--- src/pkg/hpm_consts.svh ---
// constants of the halt power mode clock gate
//------------------------------------------------------------------------------
// Notes on behaviour
// - mode applied only when halt executes
// - mode field is watchdog mode bits 4:3
// - mode change needs DBh unlock first
// - run mode keeps every clock during halt
// - light idle: oscillator only, at T4
// - counter-awake idle: oscillator, counter, clock out
// - stop mode: everything off at T4
// - halted indicator low at T4 of halt
// - halt left on reset or accepted interrupt
// - interrupts sampled at T4 of no-op
// - maskable interrupt needs low request and enable
// - stopped clock restarts on reset or interrupt
// - after reset execution starts at 0000H
// - stop wake waits 2^14+2.5 clocks
// - one no-op, then sleep again if untaken
//------------------------------------------------------------------------------
`ifndef HPM_CONSTS_SVH
`define HPM_CONSTS_SVH

// register map, byte addresses on the apb
`define HPM_ADDR_W          12
`define HPM_MODE_REG_ADDR   12'h000
`define HPM_CMD_REG_ADDR    12'h004
`define HPM_STAT_REG_ADDR   12'h008

// watchdog mode register layout
`define HPM_MODE_LSB        3
`define HPM_MODE_MSB        4
`define HPM_MODE_REG_RST    8'h18
`define HPM_UNLOCK_KEY      8'hdb

// sleep mode codes
`define HPM_MODE_IDLE_LIGHT 2'b00
`define HPM_MODE_IDLE_CTR   2'b01
`define HPM_MODE_STOP       2'b10
`define HPM_MODE_RUN        2'b11

// restart address after reset
`define HPM_RESTART_ADDR    16'h0000

// warm-up time in half system clocks (2^14 + 2.5 cycles), rounded up to cycles
`define HPM_WARMUP_HALF_CYC ((2**14) * 2 + 5)
`define HPM_WARMUP_CYC      ((`HPM_WARMUP_HALF_CYC + 1) / 2)

`endif

--- src/pkg/hpm_pkg.sv ---
// types of the halt power mode clock gate
package hpm_pkg;

  typedef enum logic [2:0] {
    ST_RUN,
    ST_HALT_RUN,
    ST_SLEEP,
    ST_WARMUP,
    ST_NOP
  } hpm_state_type;

  typedef logic [1:0] hpm_mode_type;

  // clock enables; each one is a registered level for a low-holding gate cell
  typedef struct packed {
    logic osc;
    logic clock_out;
    logic cpu;
    logic counter;
    logic periph;
  } hpm_gate_type;

endpackage : hpm_pkg

--- src/hpm_sync.sv ---
// three-stage pin synchroniser with agreement filter
module hpm_sync #(
  parameter int   WIDTH   = 1,
  parameter logic RST_VAL = 1'b1
) (
  // clock and reset
  input  wire logic             clk,
  input  wire logic             rst_n,
  // pins and clean levels
  input  wire logic [WIDTH-1:0] din,
  output logic      [WIDTH-1:0] dout
);

  logic [WIDTH-1:0] s1_ff;
  logic [WIDTH-1:0] s2_ff;
  logic [WIDTH-1:0] s3_ff;

  always_ff @(posedge clk or negedge rst_n) begin
    if (!rst_n) begin
      s1_ff <= {WIDTH{RST_VAL}};
      s2_ff <= {WIDTH{RST_VAL}};
      s3_ff <= {WIDTH{RST_VAL}};
    end else begin
      s1_ff <= din;
      s2_ff <= s1_ff;
      s3_ff <= s2_ff;
    end
  end

  // a bit changes only once stages two and three agree
  genvar i;
  generate
    for (i = 0; i < WIDTH; i++) begin : g_bit
      always_ff @(posedge clk or negedge rst_n) begin
        if (!rst_n) begin
          dout[i] <= RST_VAL;
        end else if (s2_ff[i] == s3_ff[i]) begin
          dout[i] <= s3_ff[i];
        end
      end
    end
  endgenerate

endmodule // hpm_sync

--- src/hpm_top.sv ---
// halt power mode controller with apb registers and clock gate enables
`include "hpm_consts.svh"

module hpm_top #(
  parameter int WARMUP_CYCLES = `HPM_WARMUP_CYC
) (
  // clock and reset
  input  wire logic                      pclk,
  input  wire logic                      presetn,
  // apb slave
  input  wire logic [`HPM_ADDR_W-1:0]    paddr,
  input  wire logic                      psel,
  input  wire logic                      penable,
  input  wire logic                      pwrite,
  input  wire logic [31:0]               pwdata,
  output logic      [31:0]               prdata,
  output logic                           pready,
  output logic                           pslverr,
  // processor core handshake
  input  wire logic                      halt_fetch,
  input  wire logic                      t4_strobe,
  input  wire logic                      int_enable,
  // interrupt pins, active low, asynchronous
  input  wire logic                      irq_n,
  input  wire logic                      nmi_n,
  // clock gating and core control
  output hpm_pkg::hpm_gate_type          gate,
  output logic                           halted_n,
  output logic                           irq_take,
  output logic                           nmi_take,
  output logic      [15:0]               restart_addr
);
  import hpm_pkg::*;

  //----------------------------------------------------------------------------
  // pin synchronisers
  //----------------------------------------------------------------------------
  logic [1:0] pins_sync;
  logic       irq_s;
  logic       nmi_s;

  hpm_sync #(
    .WIDTH   (2),
    .RST_VAL (1'b1)
  ) u_sync (
    .clk   (pclk),
    .rst_n (presetn),
    .din   ({nmi_n, irq_n}),
    .dout  (pins_sync)
  );

  assign irq_s = ~pins_sync[0];
  assign nmi_s = ~pins_sync[1];

  //----------------------------------------------------------------------------
  // apb slave: one wait state, effect at the edge that sees pready high
  //----------------------------------------------------------------------------
  logic        pready_ff;
  logic [31:0] prdata_ff;
  logic        pslverr_ff;
  logic        acc_first;
  logic        wr_done;
  logic        addr_ok;

  assign acc_first = psel & penable & ~pready_ff;
  assign wr_done   = psel & penable & pready_ff & pwrite;
  assign addr_ok   = (paddr == `HPM_MODE_REG_ADDR) | (paddr == `HPM_CMD_REG_ADDR) |
                     (paddr == `HPM_STAT_REG_ADDR);

  always_ff @(posedge pclk or negedge presetn) begin
    if (!presetn) begin
      pready_ff <= 1'b0;
    end else begin
      pready_ff <= acc_first;
    end
  end

  //----------------------------------------------------------------------------
  // unlock and watchdog mode register
  //----------------------------------------------------------------------------
  logic       unlock_ff;
  logic [7:0] mode_reg_ff;
  logic       wr_mode;
  logic       wr_cmd;

  assign wr_mode = wr_done & ~pslverr_ff & (paddr == `HPM_MODE_REG_ADDR);
  assign wr_cmd  = wr_done & ~pslverr_ff & (paddr == `HPM_CMD_REG_ADDR);

  // a command write other than the key, or the mode write itself, spends the unlock
  always_ff @(posedge pclk or negedge presetn) begin
    if (!presetn) begin
      unlock_ff <= 1'b0;
    end else if (wr_cmd) begin
      unlock_ff <= (pwdata[7:0] == `HPM_UNLOCK_KEY);
    end else if (wr_mode) begin
      unlock_ff <= 1'b0;
    end
  end

  always_ff @(posedge pclk or negedge presetn) begin
    if (!presetn) begin
      mode_reg_ff <= `HPM_MODE_REG_RST;
    end else if (wr_mode) begin
      mode_reg_ff[7:`HPM_MODE_MSB+1] <= pwdata[7:`HPM_MODE_MSB+1];
      mode_reg_ff[`HPM_MODE_LSB-1:0] <= pwdata[`HPM_MODE_LSB-1:0];
      if (unlock_ff) begin
        mode_reg_ff[`HPM_MODE_MSB:`HPM_MODE_LSB] <= pwdata[`HPM_MODE_MSB:`HPM_MODE_LSB];
      end
    end
  end

  hpm_mode_type sleep_mode_field;
  assign sleep_mode_field = mode_reg_ff[`HPM_MODE_MSB:`HPM_MODE_LSB];

  //----------------------------------------------------------------------------
  // halt state machine
  //----------------------------------------------------------------------------
  hpm_state_type state_ff;
  hpm_state_type nxt_state;
  hpm_mode_type  halt_mode_ff;
  hpm_mode_type  nxt_halt_mode;
  logic [14:0]   warm_cnt_ff;
  logic          halted_n_ff;
  logic          nxt_halted_n;
  logic          irq_take_ff;
  logic          nmi_take_ff;
  logic          take_nmi;
  logic          take_irq;
  logic          wake;
  logic          warm_done;

  // nmi has priority and cannot be masked
  assign take_nmi  = nmi_s;
  assign take_irq  = irq_s & int_enable & ~nmi_s;
  assign wake      = nmi_s | irq_s;
  assign warm_done = (warm_cnt_ff == 15'(WARMUP_CYCLES - 1));

  always_comb begin
    nxt_state     = state_ff;
    nxt_halt_mode = halt_mode_ff;
    nxt_halted_n  = halted_n_ff;
    case (state_ff)
      ST_RUN: begin
        if (halt_fetch) begin
          nxt_halted_n  = 1'b0;
          nxt_halt_mode = sleep_mode_field;
          nxt_state     = (sleep_mode_field == `HPM_MODE_RUN) ? ST_HALT_RUN : ST_SLEEP;
        end
      end
      ST_HALT_RUN, ST_NOP: begin
        if (t4_strobe) begin
          if (take_nmi | take_irq) begin
            nxt_state    = ST_RUN;
            nxt_halted_n = 1'b1;
          end else if (state_ff == ST_NOP) begin
            nxt_state = ST_SLEEP;
          end
        end
      end
      ST_SLEEP: begin
        if (wake) begin
          nxt_state = (halt_mode_ff == `HPM_MODE_STOP) ? ST_WARMUP : ST_NOP;
        end
      end
      ST_WARMUP: begin
        if (warm_done) begin
          nxt_state = ST_NOP;
        end
      end
      default: begin
        nxt_state = ST_RUN;
      end
    endcase
  end

  always_ff @(posedge pclk or negedge presetn) begin
    if (!presetn) begin
      state_ff     <= ST_RUN;
      halt_mode_ff <= `HPM_MODE_RUN;
      halted_n_ff  <= 1'b1;
    end else begin
      state_ff     <= nxt_state;
      halt_mode_ff <= nxt_halt_mode;
      halted_n_ff  <= nxt_halted_n;
    end
  end

  // reset drops the count wherever it stood
  always_ff @(posedge pclk or negedge presetn) begin
    if (!presetn) begin
      warm_cnt_ff <= 15'h0000;
    end else if (state_ff == ST_WARMUP && !warm_done) begin
      warm_cnt_ff <= warm_cnt_ff + 15'h0001;
    end else begin
      warm_cnt_ff <= 15'h0000;
    end
  end

  always_ff @(posedge pclk or negedge presetn) begin
    if (!presetn) begin
      irq_take_ff <= 1'b0;
      nmi_take_ff <= 1'b0;
    end else begin
      irq_take_ff <= (state_ff == ST_HALT_RUN || state_ff == ST_NOP) & t4_strobe & take_irq;
      nmi_take_ff <= (state_ff == ST_HALT_RUN || state_ff == ST_NOP) & t4_strobe & take_nmi;
    end
  end

  //----------------------------------------------------------------------------
  // clock enables
  //----------------------------------------------------------------------------
  // enables change on pclk edges, or at once when presetn falls; the downstream gate cell latches them
  // in the low phase, so a stopped clock sits low and never emits a runt pulse
  function automatic hpm_gate_type gate_of(hpm_state_type st, hpm_mode_type md);
    hpm_gate_type g;
    g = '{osc: 1'b1, clock_out: 1'b1, cpu: 1'b1, counter: 1'b1, periph: 1'b1};
    if (st == ST_WARMUP) begin
      g = '{osc: 1'b1, clock_out: 1'b0, cpu: 1'b0, counter: 1'b0, periph: 1'b0};
    end else if (st == ST_SLEEP) begin
      case (md)
        `HPM_MODE_IDLE_LIGHT: g = '{osc: 1'b1, clock_out: 1'b0, cpu: 1'b0, counter: 1'b0,
                                    periph: 1'b0};
        `HPM_MODE_IDLE_CTR:   g = '{osc: 1'b1, clock_out: 1'b1, cpu: 1'b0, counter: 1'b1,
                                    periph: 1'b0};
        `HPM_MODE_STOP:       g = '{osc: 1'b0, clock_out: 1'b0, cpu: 1'b0, counter: 1'b0,
                                    periph: 1'b0};
        default:              g = g;
      endcase
    end
    return g;
  endfunction

  hpm_gate_type gate_ff;

  always_ff @(posedge pclk or negedge presetn) begin
    if (!presetn) begin
      gate_ff <= '{osc: 1'b1, clock_out: 1'b1, cpu: 1'b1, counter: 1'b1, periph: 1'b1};
    end else begin
      gate_ff <= gate_of(nxt_state, nxt_halt_mode);
    end
  end

  //----------------------------------------------------------------------------
  // restart address and register read data
  //----------------------------------------------------------------------------
  logic [15:0] restart_addr_ff;
  logic [31:0] rd_mux;

  always_ff @(posedge pclk or negedge presetn) begin
    if (!presetn) begin
      restart_addr_ff <= `HPM_RESTART_ADDR;
    end else begin
      restart_addr_ff <= `HPM_RESTART_ADDR;
    end
  end

  always_comb begin
    rd_mux = 32'h0000_0000;
    case (paddr)
      `HPM_MODE_REG_ADDR: rd_mux = {24'h00_0000, mode_reg_ff};
      `HPM_CMD_REG_ADDR:  rd_mux = {31'h0000_0000, unlock_ff};
      `HPM_STAT_REG_ADDR: rd_mux = {26'h000_0000, halt_mode_ff, ~halted_n_ff, state_ff};
      default:            rd_mux = 32'h0000_0000;
    endcase
  end

  always_ff @(posedge pclk or negedge presetn) begin
    if (!presetn) begin
      prdata_ff  <= 32'h0000_0000;
      pslverr_ff <= 1'b0;
    end else if (acc_first) begin
      prdata_ff  <= pwrite ? 32'h0000_0000 : rd_mux;
      pslverr_ff <= ~addr_ok;
    end else begin
      prdata_ff  <= 32'h0000_0000;
      pslverr_ff <= 1'b0;
    end
  end

  assign prdata       = prdata_ff;
  assign pready       = pready_ff;
  assign pslverr      = pslverr_ff;
  assign gate         = gate_ff;
  assign halted_n     = halted_n_ff;
  assign irq_take     = irq_take_ff;
  assign nmi_take     = nmi_take_ff;
  assign restart_addr = restart_addr_ff;

  //----------------------------------------------------------------------------
  // assertions
  //----------------------------------------------------------------------------
  a_mode_on_halt: assert property (@(posedge pclk) disable iff (!presetn)
    (state_ff == ST_RUN && halt_fetch) |=> (halt_mode_ff == $past(sleep_mode_field)))
    else $error("halt did not latch the mode field");

  a_mode_locked: assert property (@(posedge pclk) disable iff (!presetn)
    (wr_mode && !unlock_ff) |=> $stable(sleep_mode_field))
    else $error("mode field changed without unlock");

  a_halt_ind: assert property (@(posedge pclk) disable iff (!presetn)
    (state_ff == ST_RUN && halt_fetch) |=> !halted_n ##0 (gate.cpu == 1'b1 ||
      state_ff == ST_SLEEP))
    else $error("halted indicator not low after halt");

  a_run_clocks: assert property (@(posedge pclk) disable iff (!presetn)
    (state_ff == ST_HALT_RUN) |-> (gate == 5'b11111))
    else $error("clock gated during run-mode halt");

  a_light_idle: assert property (@(posedge pclk) disable iff (!presetn)
    (state_ff == ST_SLEEP && halt_mode_ff == `HPM_MODE_IDLE_LIGHT) |-> (gate == 5'b10000))
    else $error("light idle gating wrong");

  a_ctr_idle: assert property (@(posedge pclk) disable iff (!presetn)
    (state_ff == ST_SLEEP && halt_mode_ff == `HPM_MODE_IDLE_CTR) |-> (gate == 5'b11010))
    else $error("counter idle gating wrong");

  a_stop_all: assert property (@(posedge pclk) disable iff (!presetn)
    (state_ff == ST_SLEEP && halt_mode_ff == `HPM_MODE_STOP) |-> (gate == 5'b00000))
    else $error("stop mode left a clock running");

  a_irq_masked: assert property (@(posedge pclk) disable iff (!presetn)
    (state_ff == ST_HALT_RUN && t4_strobe && !nmi_s && !int_enable) |=>
      (state_ff == ST_HALT_RUN && !irq_take))
    else $error("masked interrupt was accepted");

  a_take_release: assert property (@(posedge pclk) disable iff (!presetn)
    (irq_take || nmi_take) |-> (state_ff == ST_RUN && halted_n))
    else $error("accepted interrupt did not release halt");

  a_wake_restart: assert property (@(posedge pclk) disable iff (!presetn)
    (state_ff == ST_SLEEP && wake) |=> (gate.osc && (gate.cpu || state_ff == ST_WARMUP)))
    else $error("stopped clock not restarted");

  a_warm_hold: assert property (@(posedge pclk) disable iff (!presetn)
    (state_ff == ST_WARMUP) |-> (!gate.clock_out && !gate.cpu && gate.osc))
    else $error("clock released during warm-up");

  a_warm_end: assert property (@(posedge pclk) disable iff (!presetn)
    (state_ff == ST_WARMUP && warm_cnt_ff == 15'(WARMUP_CYCLES - 1)) |=> (state_ff == ST_NOP))
    else $error("warm-up count ended at wrong cycle");

  a_nop_resleep: assert property (@(posedge pclk) disable iff (!presetn)
    (state_ff == ST_NOP && t4_strobe && !wake) |=> (state_ff == ST_SLEEP ##0 !gate.cpu))
    else $error("no re-entry into sleep after idle no-op");

endmodule // hpm_top
--- config.mk ---
export PLATFORM = sky130hd
export DESIGN_NAME = hpm_top
export DESIGN_NICKNAME = d
export VERILOG_FILES = /design/src/pkg/hpm_pkg.sv /design/src/hpm_sync.sv /design/src/hpm_top.sv
export VERILOG_INCLUDE_DIRS = /design/src /design/src/pkg
export SDC_FILE = /design/constraint.sdc
export NUM_CORES = 1
export LEC_CHECK = 0
export ABC_AREA = 1
export BUFFER_PORTS_ARGS = -buffer_cell sky130_fd_sc_hd__buf_2
export CAP_MARGIN = 20
export CORE_ASPECT_RATIO = 1.25
export CORE_UTILIZATION = 45
export DETAILED_ROUTE_END_ITERATION = 10
export GPL_ROUTABILITY_DRIVEN = 0
export PLACE_DENSITY = 0.74
export SYNTH_ARGS = -nofsm -noshare
export SYNTH_HDL_FRONTEND = slang
export SYNTH_SLANG_ARGS = --single-unit
--- constraint.sdc ---
create_clock -name pclk -period 1.6 [get_ports pclk]
set_input_delay 0.16 -clock pclk [delete_from_list [all_inputs] [get_ports pclk]]
set_output_delay 0.16 -clock pclk [all_outputs]
set_load 0.02 [all_outputs]
==> After elaboration in Yosys (flattened, before gate mapping) <==
Index checks and enable logic that the tools add are counted.
{ "totals": {"inputBits": 54, "wordCells": 100, "output_inout_bits": 58, "register_bits": 79} }
{ "classes": {"add_sub_neg": 1, "reduce_logical": 11, "n_eq_ne": 19, "n_bitwise": 22, "n_mux": 25} }
{ "ops": {"columns": ["operator", "count"], "rows": [
  ["$mux W32", 2],
  ["$pmux W8 S3", 1],
  ["$mux W3", 7],
  ["$add A15 B1 Y15 const B", 1],
  ["$eq A15 B15 Y1 const B", 1],
  ["$mux W15", 1],
  ["$pmux W5 S3", 1],
  ["$and A1 B1 Y1", 12],
  ["$eq A12 B3 Y1 const B", 1],
  ["$eq A12 B4 Y1 const B", 1],
  ["$eq A3 B2 Y1 const B", 4],
  ["$logic_not A12 Y1", 1],
  ["$pmux W3 S4", 1],
  ["$mux W5", 2],
  ["$eq A8 B8 Y1 const B", 1],
  ["$eq A2 B2 Y1 const B", 3],
  ["$mux W1", 6],
  ["$mux W2", 3],
  ["$ne A2 B2 Y1 const B", 3],
  ["$not A1 Y1", 6],
  ["$or A1 B1 Y1", 4],
  ["$reduce_and A4 Y1", 1],
  ["$reduce_bool A2 Y1", 2],
  ["$eq A3 B1 Y1 const B", 1],
  ["other kinds (11)", 12]
]} }

==> Logic depth before layout (Yosys ltp) <==
Gate-level depths: netlist of the first run.
{ "depth": {"ltp_word": 10, "ltp_mapped": 9, "depth_no_buf": 9} }

==> Modules after synthesis <==
A second synthesis of the first run with hierarchy kept.
{ "hier_totals": {"hier_cells": 373, "area_unflattened_um2": 2966.6} }
{ "modules_own_cells": {"columns": ["module", "n_inst", "seq_area_each_um2", "cells_per_inst", "area_each_um2"], "rows": [
  ["hpm_top", 1, 1136.1, 357, 2723.9],
  ["hpm_sync", 1, 210.2, 16, 242.7]
]} }

==> Worst setup path before layout of the first run <==
No wires, ideal clock.
{ "synth_path": {"path_type": "register to register", "startpoint": "register warm_cnt_ff[0]", "endpoint": "register state_ff[0]", "arrival_time_ns": 1.191, "period_less_slack_ns": 1.314, "stages_incl_launch_ff": 9, "path_buffers": 1, "setup_slack_ns": 0.286, "required_time_ns": 1.477, "path_cell_list": "dfrtp_1 -> inv_1 -> ha_1 -> nand3_1 -> nor2_1 -> nand2_1 -> nand2_4 -> buf_6 -> nand2_1"} }
{ "synth_via": {"elab_chain_len": 3} }
{ "synth_lines": {"columns": ["element", "line", "text"], "rows": [
  ["start: declaration", "hpm_top.sv:122", "logic [14:0] warm_cnt_ff;"],
  ["start signal: assignment", "hpm_top.sv:193", "warm_cnt_ff <= warm_cnt_ff + 15'h0001;"],
  ["$eq A15 B15 Y1", "hpm_top.sv:136", "assign warm_done = (warm_cnt_ff == 15'(WARMUP_CYCLES - 1));"],
  ["$mux W3", "hpm_top.sv:166", "if (warm_done) begin"],
  ["$pmux W3 S4", "hpm_top.sv:142", "case (state_ff)"],
  ["named net nxt_state[0]", "hpm_top.sv:119", "hpm_state_type nxt_state;"],
  ["end signal: assignment", "hpm_top.sv:182", "state_ff <= nxt_state;"],
  ["end: declaration", "hpm_top.sv:118", "hpm_state_type state_ff;"]
]} }
The timed path passes the listed nets, and every way through them passes these cells.
A chain may end at the register's enable or synchronous reset.

==> Worst setup path after layout of the first run <==
{ "layout_path": {"startpoint": "register warm_cnt_ff[0]", "endpoint": "register warm_cnt_ff[5]"} }
{ "layout_via": {"elab_chain_len": 4, "word_cells_on_any_way": 5} }
{ "layout_lines": {"columns": ["element", "line", "text"], "rows": [
  ["branches (longest 3 deep; another with $add A15 B1 Y15)", null, null],
  ["$mux W15 *", "hpm_top.sv:192", "end else if (state_ff == ST_WARMUP && !warm_done) begin"]
]} }
Mark *: on every way between the ends.

==> results.md, run 1 <==
* CTS tree: built
* Pre-antenna DRT Iters at 4
* Seq cells post-synth at 53
* Max VDD drop at 426 uV
* Cell Area, Placed at about 0.0032 mm^2
* Vias in the first global route at 2171
* M1 WL at 2.12 mm
* N_diodes at 0
* Largest net degree at the start of global routing at 54
* Setup WS post-layout at 0.157 ns
* Pre-CTS setup slack at 0.121 ns
* Yosys warnings at 0
* DRT antenna net count at 0
* Fmax achieved at between 0.6 and 0.7 GHz
* Ports at between 100 and 150
* Final hold slack at about 0.064 ns
* Core Region at roughly 0.0063 mm^2
* Pwr dens at 845 mW/mm^2
* Met2 wire len at between 2 and 3 mm
* Setup TNS at 0 ns
* First-pass GRT wire length at ~9 mm
* FP Rows at 32
* Syn Std Cell Area at ~0.003 mm^2
* Root buf cell: clkbuf_8
* Synthesized area per cell at 8.15 um^2
* Initial antenna violation count at 0
* Path type of the worst setup path: flip-flop to flip-flop
* Vias per inst at approximately 4.6
* GRT Total Usage at between 10% and 20%
* Die area at 0.00696 mm^2
* Grt ovf at 0
* Die Ht at 93.0 um
* Final setup vio count at 0
* 1st-iter DRT viols at roughly 130
* RSZ-0062 raised after global routing: no
* Met3 WL at 207 um
* Deepest clock path buffer count at 2
* CP startpoint kind: flip-flop
* Commonest non-fill, non-tap cell in the layout: nand2_1
* TritonCTS Buffers at 5
* Design area at roughly 0.0033 mm^2
* Post-DP HPWL at 4.06 mm
* Final hold violations at 0
* Mean routed wirelength per cell at 10.6 um
* Clock-pin slew on the worst setup and hold paths at approximately 0.09 ns
* Status: complete, no violations
* Post-Syn Instances at 366
* Total number of vias at between 2000 and 2500
* Slew Limit Fails at 0
* H-tree depth at 2
* Tmin final at about 1.4 ns
* Seq/Total Area, Yosys at 45.1%
* Layout cells sized above 1 at between 20% and 30%
* Die W at ~75 um
* Fillers at slightly above 600
* Final nets at between 400 and 500
* Most frequent cells in the layout: nand2_1 (79), buf_2 (47), nor2_1 (43)
* Worst-Skew Late Latency at 0.31 ns
* Worst EP required at between 1.5 and 2 ns
* DR top layer: met4
* Hold Crit Class: input pin to flip-flop
* Netlist cell types at 30
* Clock Skews at between 0.009 and 0.01 ns
* Initial Utilization at between 40% and 50%
* Max-cap violations at 0
* Period utilization at roughly nine tenths
* Utilization after layout at a little over half
* DRT Wirelength at about 5.4 mm
* CTS Sinks at 53
* CP Data Arrival Time at around 1.6 ns
* Setup crit end kind: flip-flop
* IO Port Bufs at 47
* Pleak at between 0.0015 and 0.002 uW
* Crit path max fanout at 10
* Area Growth Syn to Fin at 11.7%
* Post-detailed-route DRC marker count at 0
==> sequential cells by signal, indices dropped and copies added (netlist names) <==
| name | cells |
|---|---|
| prdata | 8 |
| u_sync.s1_ff | 2 |
| pready | 1 |
| mode_reg_ff | 8 |
| warm_cnt_ff | 15 |
| u_sync.dout | 2 |
| u_sync.s3_ff | 2 |
| halt_mode_ff | 2 |
| halted_n | 1 |
| u_sync.s2_ff | 2 |
| state_ff | 3 |
| gate | 3 |
| unlock_ff | 1 |
| irq_take | 1 |
| nmi_take | 1 |
| pslverr | 1 |
==> critical path, cell delays in order (launching register included) <==
cell and delay [ns]:
dfrtp_1 0.43, inv_1 0.12, ha_1 0.16, nand3_1 0.07
nor2_1 0.14, nand2_2 0.10, nand2_4 0.14, buf_12 0.13
nor3_1 0.04
==> where the power goes <==
| part | internal [uW] | switching [uW] | total [uW] |
|---|---|---|---|
| Combinational | 121 | 309 | 430 |
| Sequential | 1410 | 42.8 | 1450 |
| Clock | 510 | 420 | 930 |
==> metrics by stage <==
stage               total power, uW  instances
floorplan                      1840        405
finish                         2820        507
global route                   2950        507
global placement               1890        494
CTS                            2840        505
detailed placement             1900        494
==> what timing repair did <==
item	CTS	global route
setup endpoints to repair	0	5
hold buffers	3	0
gates resized for setup	0	2
setup buffers	0	2
endpoints found under the hold margin	39	0
==> kinds of logic after synthesis <==
logic type | count (synthesis) | share of synthesized area [%]
buffers and inverters | 91 | 17.2
flip-flops | 53 | 45.1
XOR/XNOR | 4 | 1.17
AO/OA/AOI/OAI | 18 | 3.56
AND/OR/NAND/NOR | 195 | 31.3
other | 1 | 0.126
adder cells (fa/ha/maj) | 4 | 1.51
==> synthesized netlist by cell type <==
master	count	area share, %
nand4_1	17	3.6
maj3_1	2	0.67
nand2_2	1	0.21
nor2_8	2	1.3
nor4_1	1	0.21
conb_1	1	0.13
dfrtp_1	37	31
nand3_1	29	4.9
nand3_4	1	0.59
nand2_4	2	0.75
o21bai_1	1	0.25
ha_1	2	0.84
dfstp_2	16	14
nand2_1	80	10
xor2_1	4	1.2
nor3_2	2	0.67
nor3_1	9	1.5
nand2b_1	1	0.21
nor2_4	3	1.1
o211ai_1	1	0.25
o211ai_2	1	0.42
buf_4	42	11
a21oi_1	5	0.84
nor2_1	44	5.5
o2111ai_1	1	0.29
inv_1	42	5.3
buf_6	2	0.75
o21ai_0	9	1.5
inv_2	5	0.63
nor2_2	3	0.63
==> worst paths after layout <==
path                            startpoint              end  slack (ns)  cells after the start
setup / recovery            warm_cnt_ff[0]   warm_cnt_ff[5]        0.16                      8
setup reg to reg            warm_cnt_ff[0]   warm_cnt_ff[5]        0.16                      8
min in group asynchronous          presetn        prdata[6]        0.36                      3
max in group asynchronous          presetn  u_sync.s1_ff[0]        0.94                      3
hold / removal                   pwdata[1]   mode_reg_ff[1]        0.06                      3
hold reg to reg            u_sync.s1_ff[0]  u_sync.s2_ff[0]        0.36                      0
==> per-layer routing <==
layer	vias up	track usage, %
li1	1186	-
met1	1087	18.0
met3	7	3.56
met2	56	31.3
met5	-	0
met4	0	6.13
==> layout make-up <==
type / count / area [um^2] / share of cell area (%)
clock buffers: 7 / 86.3 / 2.59
clock inverters: 1 / 30.0 / 0.901
inverters: 47 / 176 / 5.29
multi-input cells: 261 / 1270 / 38.3
flip-flops and latches: 53 / 1350 / 40.4
well taps: 85 / 106 / 3.19
repair buffers: 53 / 313 / 9.38
(Power assumes the default switching activity.)
==> inputs of run 2 (changes only) <==
--- a/config.mk
+++ b/config.mk
@@ -6,14 +6,13 @@
 export SDC_FILE = /design/constraint.sdc
 export NUM_CORES = 1
 export LEC_CHECK = 0
-export ABC_AREA = 1
 export BUFFER_PORTS_ARGS = -buffer_cell sky130_fd_sc_hd__buf_2
 export CAP_MARGIN = 20
 export CORE_ASPECT_RATIO = 1.25
 export CORE_UTILIZATION = 45
 export DETAILED_ROUTE_END_ITERATION = 10
 export GPL_ROUTABILITY_DRIVEN = 0
-export PLACE_DENSITY = 0.74
+export PLACE_DENSITY = 0.76
 export SYNTH_ARGS = -nofsm -noshare
 export SYNTH_HDL_FRONTEND = slang
 export SYNTH_SLANG_ARGS = --single-unit
==> run 2 against run 1 <==
Effect of this change:
- the flow now finishes with violations (DRC, setup timing)
- clock-buffer cell count unchanged
- combinational power fell by 48%
- global-route usage is 0.12 points lower
- clock skew about the same
- total power shrank 10%
- critical path type unchanged
- highest routed layer unchanged
==> results.md, run 2 <==
* FF-to-FF Start: pslverr (was warm_cnt_ff[0])
* Main flop type after synthesis: dfrtp_1 (unchanged)
* Pwr dens at 758 mW/mm^2 (was 845 mW/mm^2)
* Crit path max fanout at 6 (was 10)
* Die W at 71.3 um (was 74.8 um)
* Finished Layout Cells at 390 (was 507)
* Synthesized area per cell at 10.9 um^2 (was 8.15 um^2)
* Initial Utilization at 46.8% (was 47.5%)
* Largest net degree at the start of global routing at 25 (was 54)
* Yosys warnings at 0 (unchanged)
* Pwr Total at 2530 uW (was 2820 uW)
* Placed Instances at 375 (was 494)
* Pre-antenna DRT Iters at 8 (was 4)
* CTS tree: built (unchanged)
* Die area at 0.00633 mm^2 (was 0.00696 mm^2)
* Seq/Total Area, Yosys at 49.8% (was 45.1%)
* Area Growth Syn to Fin at 23.2% (was 11.7%)
* R2r endpoint: mode_reg_ff[5] (was warm_cnt_ff[5])
* Utilization after layout at 57.7% (was 53.0%)
* Top reg by flops: warm_cnt_ff (unchanged)
* Syn Std Cell Area at 0.00271 mm^2 (was 0.00298 mm^2)
* Largest register FFs at 15 (unchanged)
* DRT antenna net count at 0 (unchanged)
* CP startpoint kind: flip-flop (unchanged)
* Top post-synthesis cells by count: buf_4 (42), dfrtp_1 (37), nor2_1 (21) (was nand2_1 (80), nor2_1 (44), buf_4 (42), inv_1 (42), dfrtp_1 (37))
* Period utilization at 101% (was 90.2%)
* H-tree depth at 2 (unchanged)
* Failing checks: DRC, setup timing
* 1st-iter DRT viols at 89 (was 126)
* Post-Syn Instances at 249 (was 366)
* Netlist cell types at 50 (was 30)
* Fmax achieved at 0.621 GHz (was 0.693 GHz)
* Seq cells post-synth at 53 (unchanged)
* N_diodes at 0 (unchanged)
* First-pass GRT wire length at 8.21 mm (was 8.98 mm)
* Tmin final at 1.61 ns (was 1.44 ns)
* Mean routed wirelength per cell at 13.1 um (was 10.6 um)
* Commonest non-fill, non-tap cell in the layout: buf_2 (was nand2_1)
* Setup TNS at -0.0317 ns (was 0 ns)
* Vias in the first global route at 1874 (was 2171)
* Yosys top cell area share at 34.2% (was 31.0%)
* Initial antenna violation count at 0 (unchanged)
* Top post-synthesis cells by area: dfrtp_1 (34%), dfstp_2 (16%), buf_4 (12%) (was dfrtp_1 (31%), dfstp_2 (14%), buf_4 (11%))
* TritonCTS Buffers at 5 (unchanged)
* Setup crit end kind: flip-flop (unchanged)
* Status: finished with violations (was complete, no violations)
* Layout cells sized above 1 at 38.9% (was 22.5%)
* Deepest clock path buffer count at 2 (unchanged)
* Fillers at 484 (was 611)
* Worst-Skew Late Latency at 0.31 ns (about the same)
* Ports at 112 (unchanged)
* IO Port Bufs at 47 (unchanged)
* Setup WS post-layout at -0.0114 ns (was 0.157 ns)
* Clock Skews at 0.00887 ns (was 0.00907 ns)
* Path type of the worst setup path: flip-flop to flip-flop (unchanged)
* Max VDD drop at 520 uV (was 426 uV)
* Most frequent cell after synthesis: buf_4 (was nand2_1)
* DRT Wirelength at 5.11 mm (was 5.37 mm)
* Worst EP required at 1.79 ns (was 1.80 ns)
* Total number of vias at 1930 (was 2336)
* Slew Limit Fails at 0 (unchanged)
* Final nets at 379 (was 477)
* Max-Slew Margin vs Limit at 65.5%
* Synth async-reset ratio at 100% (unchanged)
* Grt ovf at 0 (unchanged)
* Most frequent cells in the layout: buf_2 (47), conb_1 (40), dfrtp_1 (36) (was nand2_1 (79), buf_2 (47), nor2_1 (43))
* Post-synth EDFFs at 0 (unchanged)
* CP Data Arrival Time at 1.80 ns (was 1.64 ns)
* FP Rows at 31 (was 32)
* Vias per inst at 4.95 (was 4.61)
* RSZ-0062 raised after global routing: yes (was no)
* Cell taking the most area after synthesis: dfrtp_1 (unchanged)
* End of the worst hold path: prdata[0] (was mode_reg_ff[1])
* Hold Crit Start: pwrite (was pwdata[1])
* Clock-pin slew on the worst setup and hold paths at 0.09 ns (about the same)
* Post-detailed-route DRC marker count at 8 (was 0)
* Worst slew pin tran at ~0.52 ns
* Cells on Worst Hold Path at 2 (was 3)
* GRT Total Usage at 16.7% (was 16.8%)
* Max-cap violations at 0 (unchanged)
* Root buf cell: clkbuf_8 (unchanged)
* Reg2Reg Depth at 5 (was 8)
* Pleak at 0.00160 uW (was 0.00175 uW)
* Hold Crit Class: input pin to flip-flop (unchanged)
* Die Ht at 88.7 um (was 93.0 um)
* Final setup vio count at 5 (was 0)
* Slack of the worst reg-to-reg path at -0.01 ns (was 0.16 ns)
* Core Region at 0.00578 mm^2 (was 0.00629 mm^2)
* CTS Sinks at 53 (unchanged)
* Final hold violations at 0 (unchanged)
* Post-DP HPWL at 3.61 mm (was 4.06 mm)
-- run 2: changes by cell type in the layout (fill, tap and decap cells not counted), sizes merged, moves of 4 or more --
| cell | delta |
|---|---|
| mux2i | +5 |
| mux2 | +10 |
| xnor2 | +6 |
| nand2 | -70 |
| buf | +24 |
| nor3b | +4 |
| nand4 | -11 |
| nor4 | +5 |
| nand3 | -21 |
| inv | -40 |
| nor3 | -7 |
| o21ai | -4 |
| nor2b | +4 |
| nor2 | -31 |
-- run 2: how the worst max path moves through the flow --
stage / from / endpoint / slack [ns] / cells past startpoint
final: pslverr / mode_reg_ff[5] / -0.01 / 5
after global routing: pslverr / mode_reg_ff[2] / -0.09 / 5
after global placement: paddr[7] / mode_reg_ff[7] / -0.05 / 7
after floorplan: pslverr / mode_reg_ff[0] / -0.01 / 4
after CTS: pslverr / mode_reg_ff[1] / -0.06 / 5
after detailed placement: paddr[7] / mode_reg_ff[1] / -0.07 / 7
-- run 2: critical path, stage by stage (launching register included) --
cell      delay [ns]
dfrtp_2         0.43
nor4bb_4        0.27
nand3_2         0.16
nor3_4          0.14
buf_6           0.15
mux2_1          0.33
-- run 2: layer usage --
layer  track usage [%]  up-vias  part of all wire, %
li1                  -      925                    -
met1              18.7      937                   39
met2              30.8       58                   54
met3              3.99       10                  5.5
met4              6.18        0                  1.6
met5                 0        -                    0
-- run 2: area by class of cell --
cell class | count | area (um^2) | area share [%]
Clock inverter | 1 | 30.0 | 0.901
Multi-Input combinational cell | 179 | 1260 | 37.7
Sequential cell | 53 | 1350 | 40.4
Clock buffer | 7 | 86.3 | 2.59
Inverter | 7 | 26.3 | 0.789
Tap cell | 66 | 82.6 | 2.48
Timing Repair Buffer | 77 | 503 | 15.1
-- run 2: through the flow --
| stage | setup slack [ns] | cell area, um^2 | hold slack (ns) |
|---|---|---|---|
| 2_1_floorplan | -0.0140 | 2870 | -0.136 |
| 3_3_place_gp | -0.0471 | 3030 | 0.158 |
| 3_5_place_dp | -0.0716 | 3030 | 0.160 |
| 4_1_cts | -0.0646 | 3190 | 0.0319 |
| 5_1_grt | -0.0881 | 3330 | 0.0475 |
| 6_report | -0.0114 | 3330 | 0.0401 |
-- run 2: power breakdown --
group | leakage (uW) | switching, uW | internal (uW)
registers | 0.000656 | 13.2 | 1370
logic | 0.000884 | 160 | 63.7
clock network | 0.0000585 | 412 | 510
total | 0.00160 | 585 | 1940
-- run 2: cells by family after synthesis --
logic type / synth area share (%)
AO/OA/AOI/OAI: 5.74
XOR/XNOR: 3.56
adder cells (fa/ha/maj): 1.67
buffers and inverters: 13.6
flip-flops: 49.8
multiplexers: 6.01
other: 0.139
AND/OR/NAND/NOR: 19.5
-- run 2: timing repair --
item / CTS / global route
resized for setup: 3 / 26
hold endpoints to repair: 20 / 0
hold buffers: 3 / 0
pin swaps: 2 / 7
cloned: 0 / 1
endpoints found under the setup margin: 23 / 28
setup buffers: 0 / 3
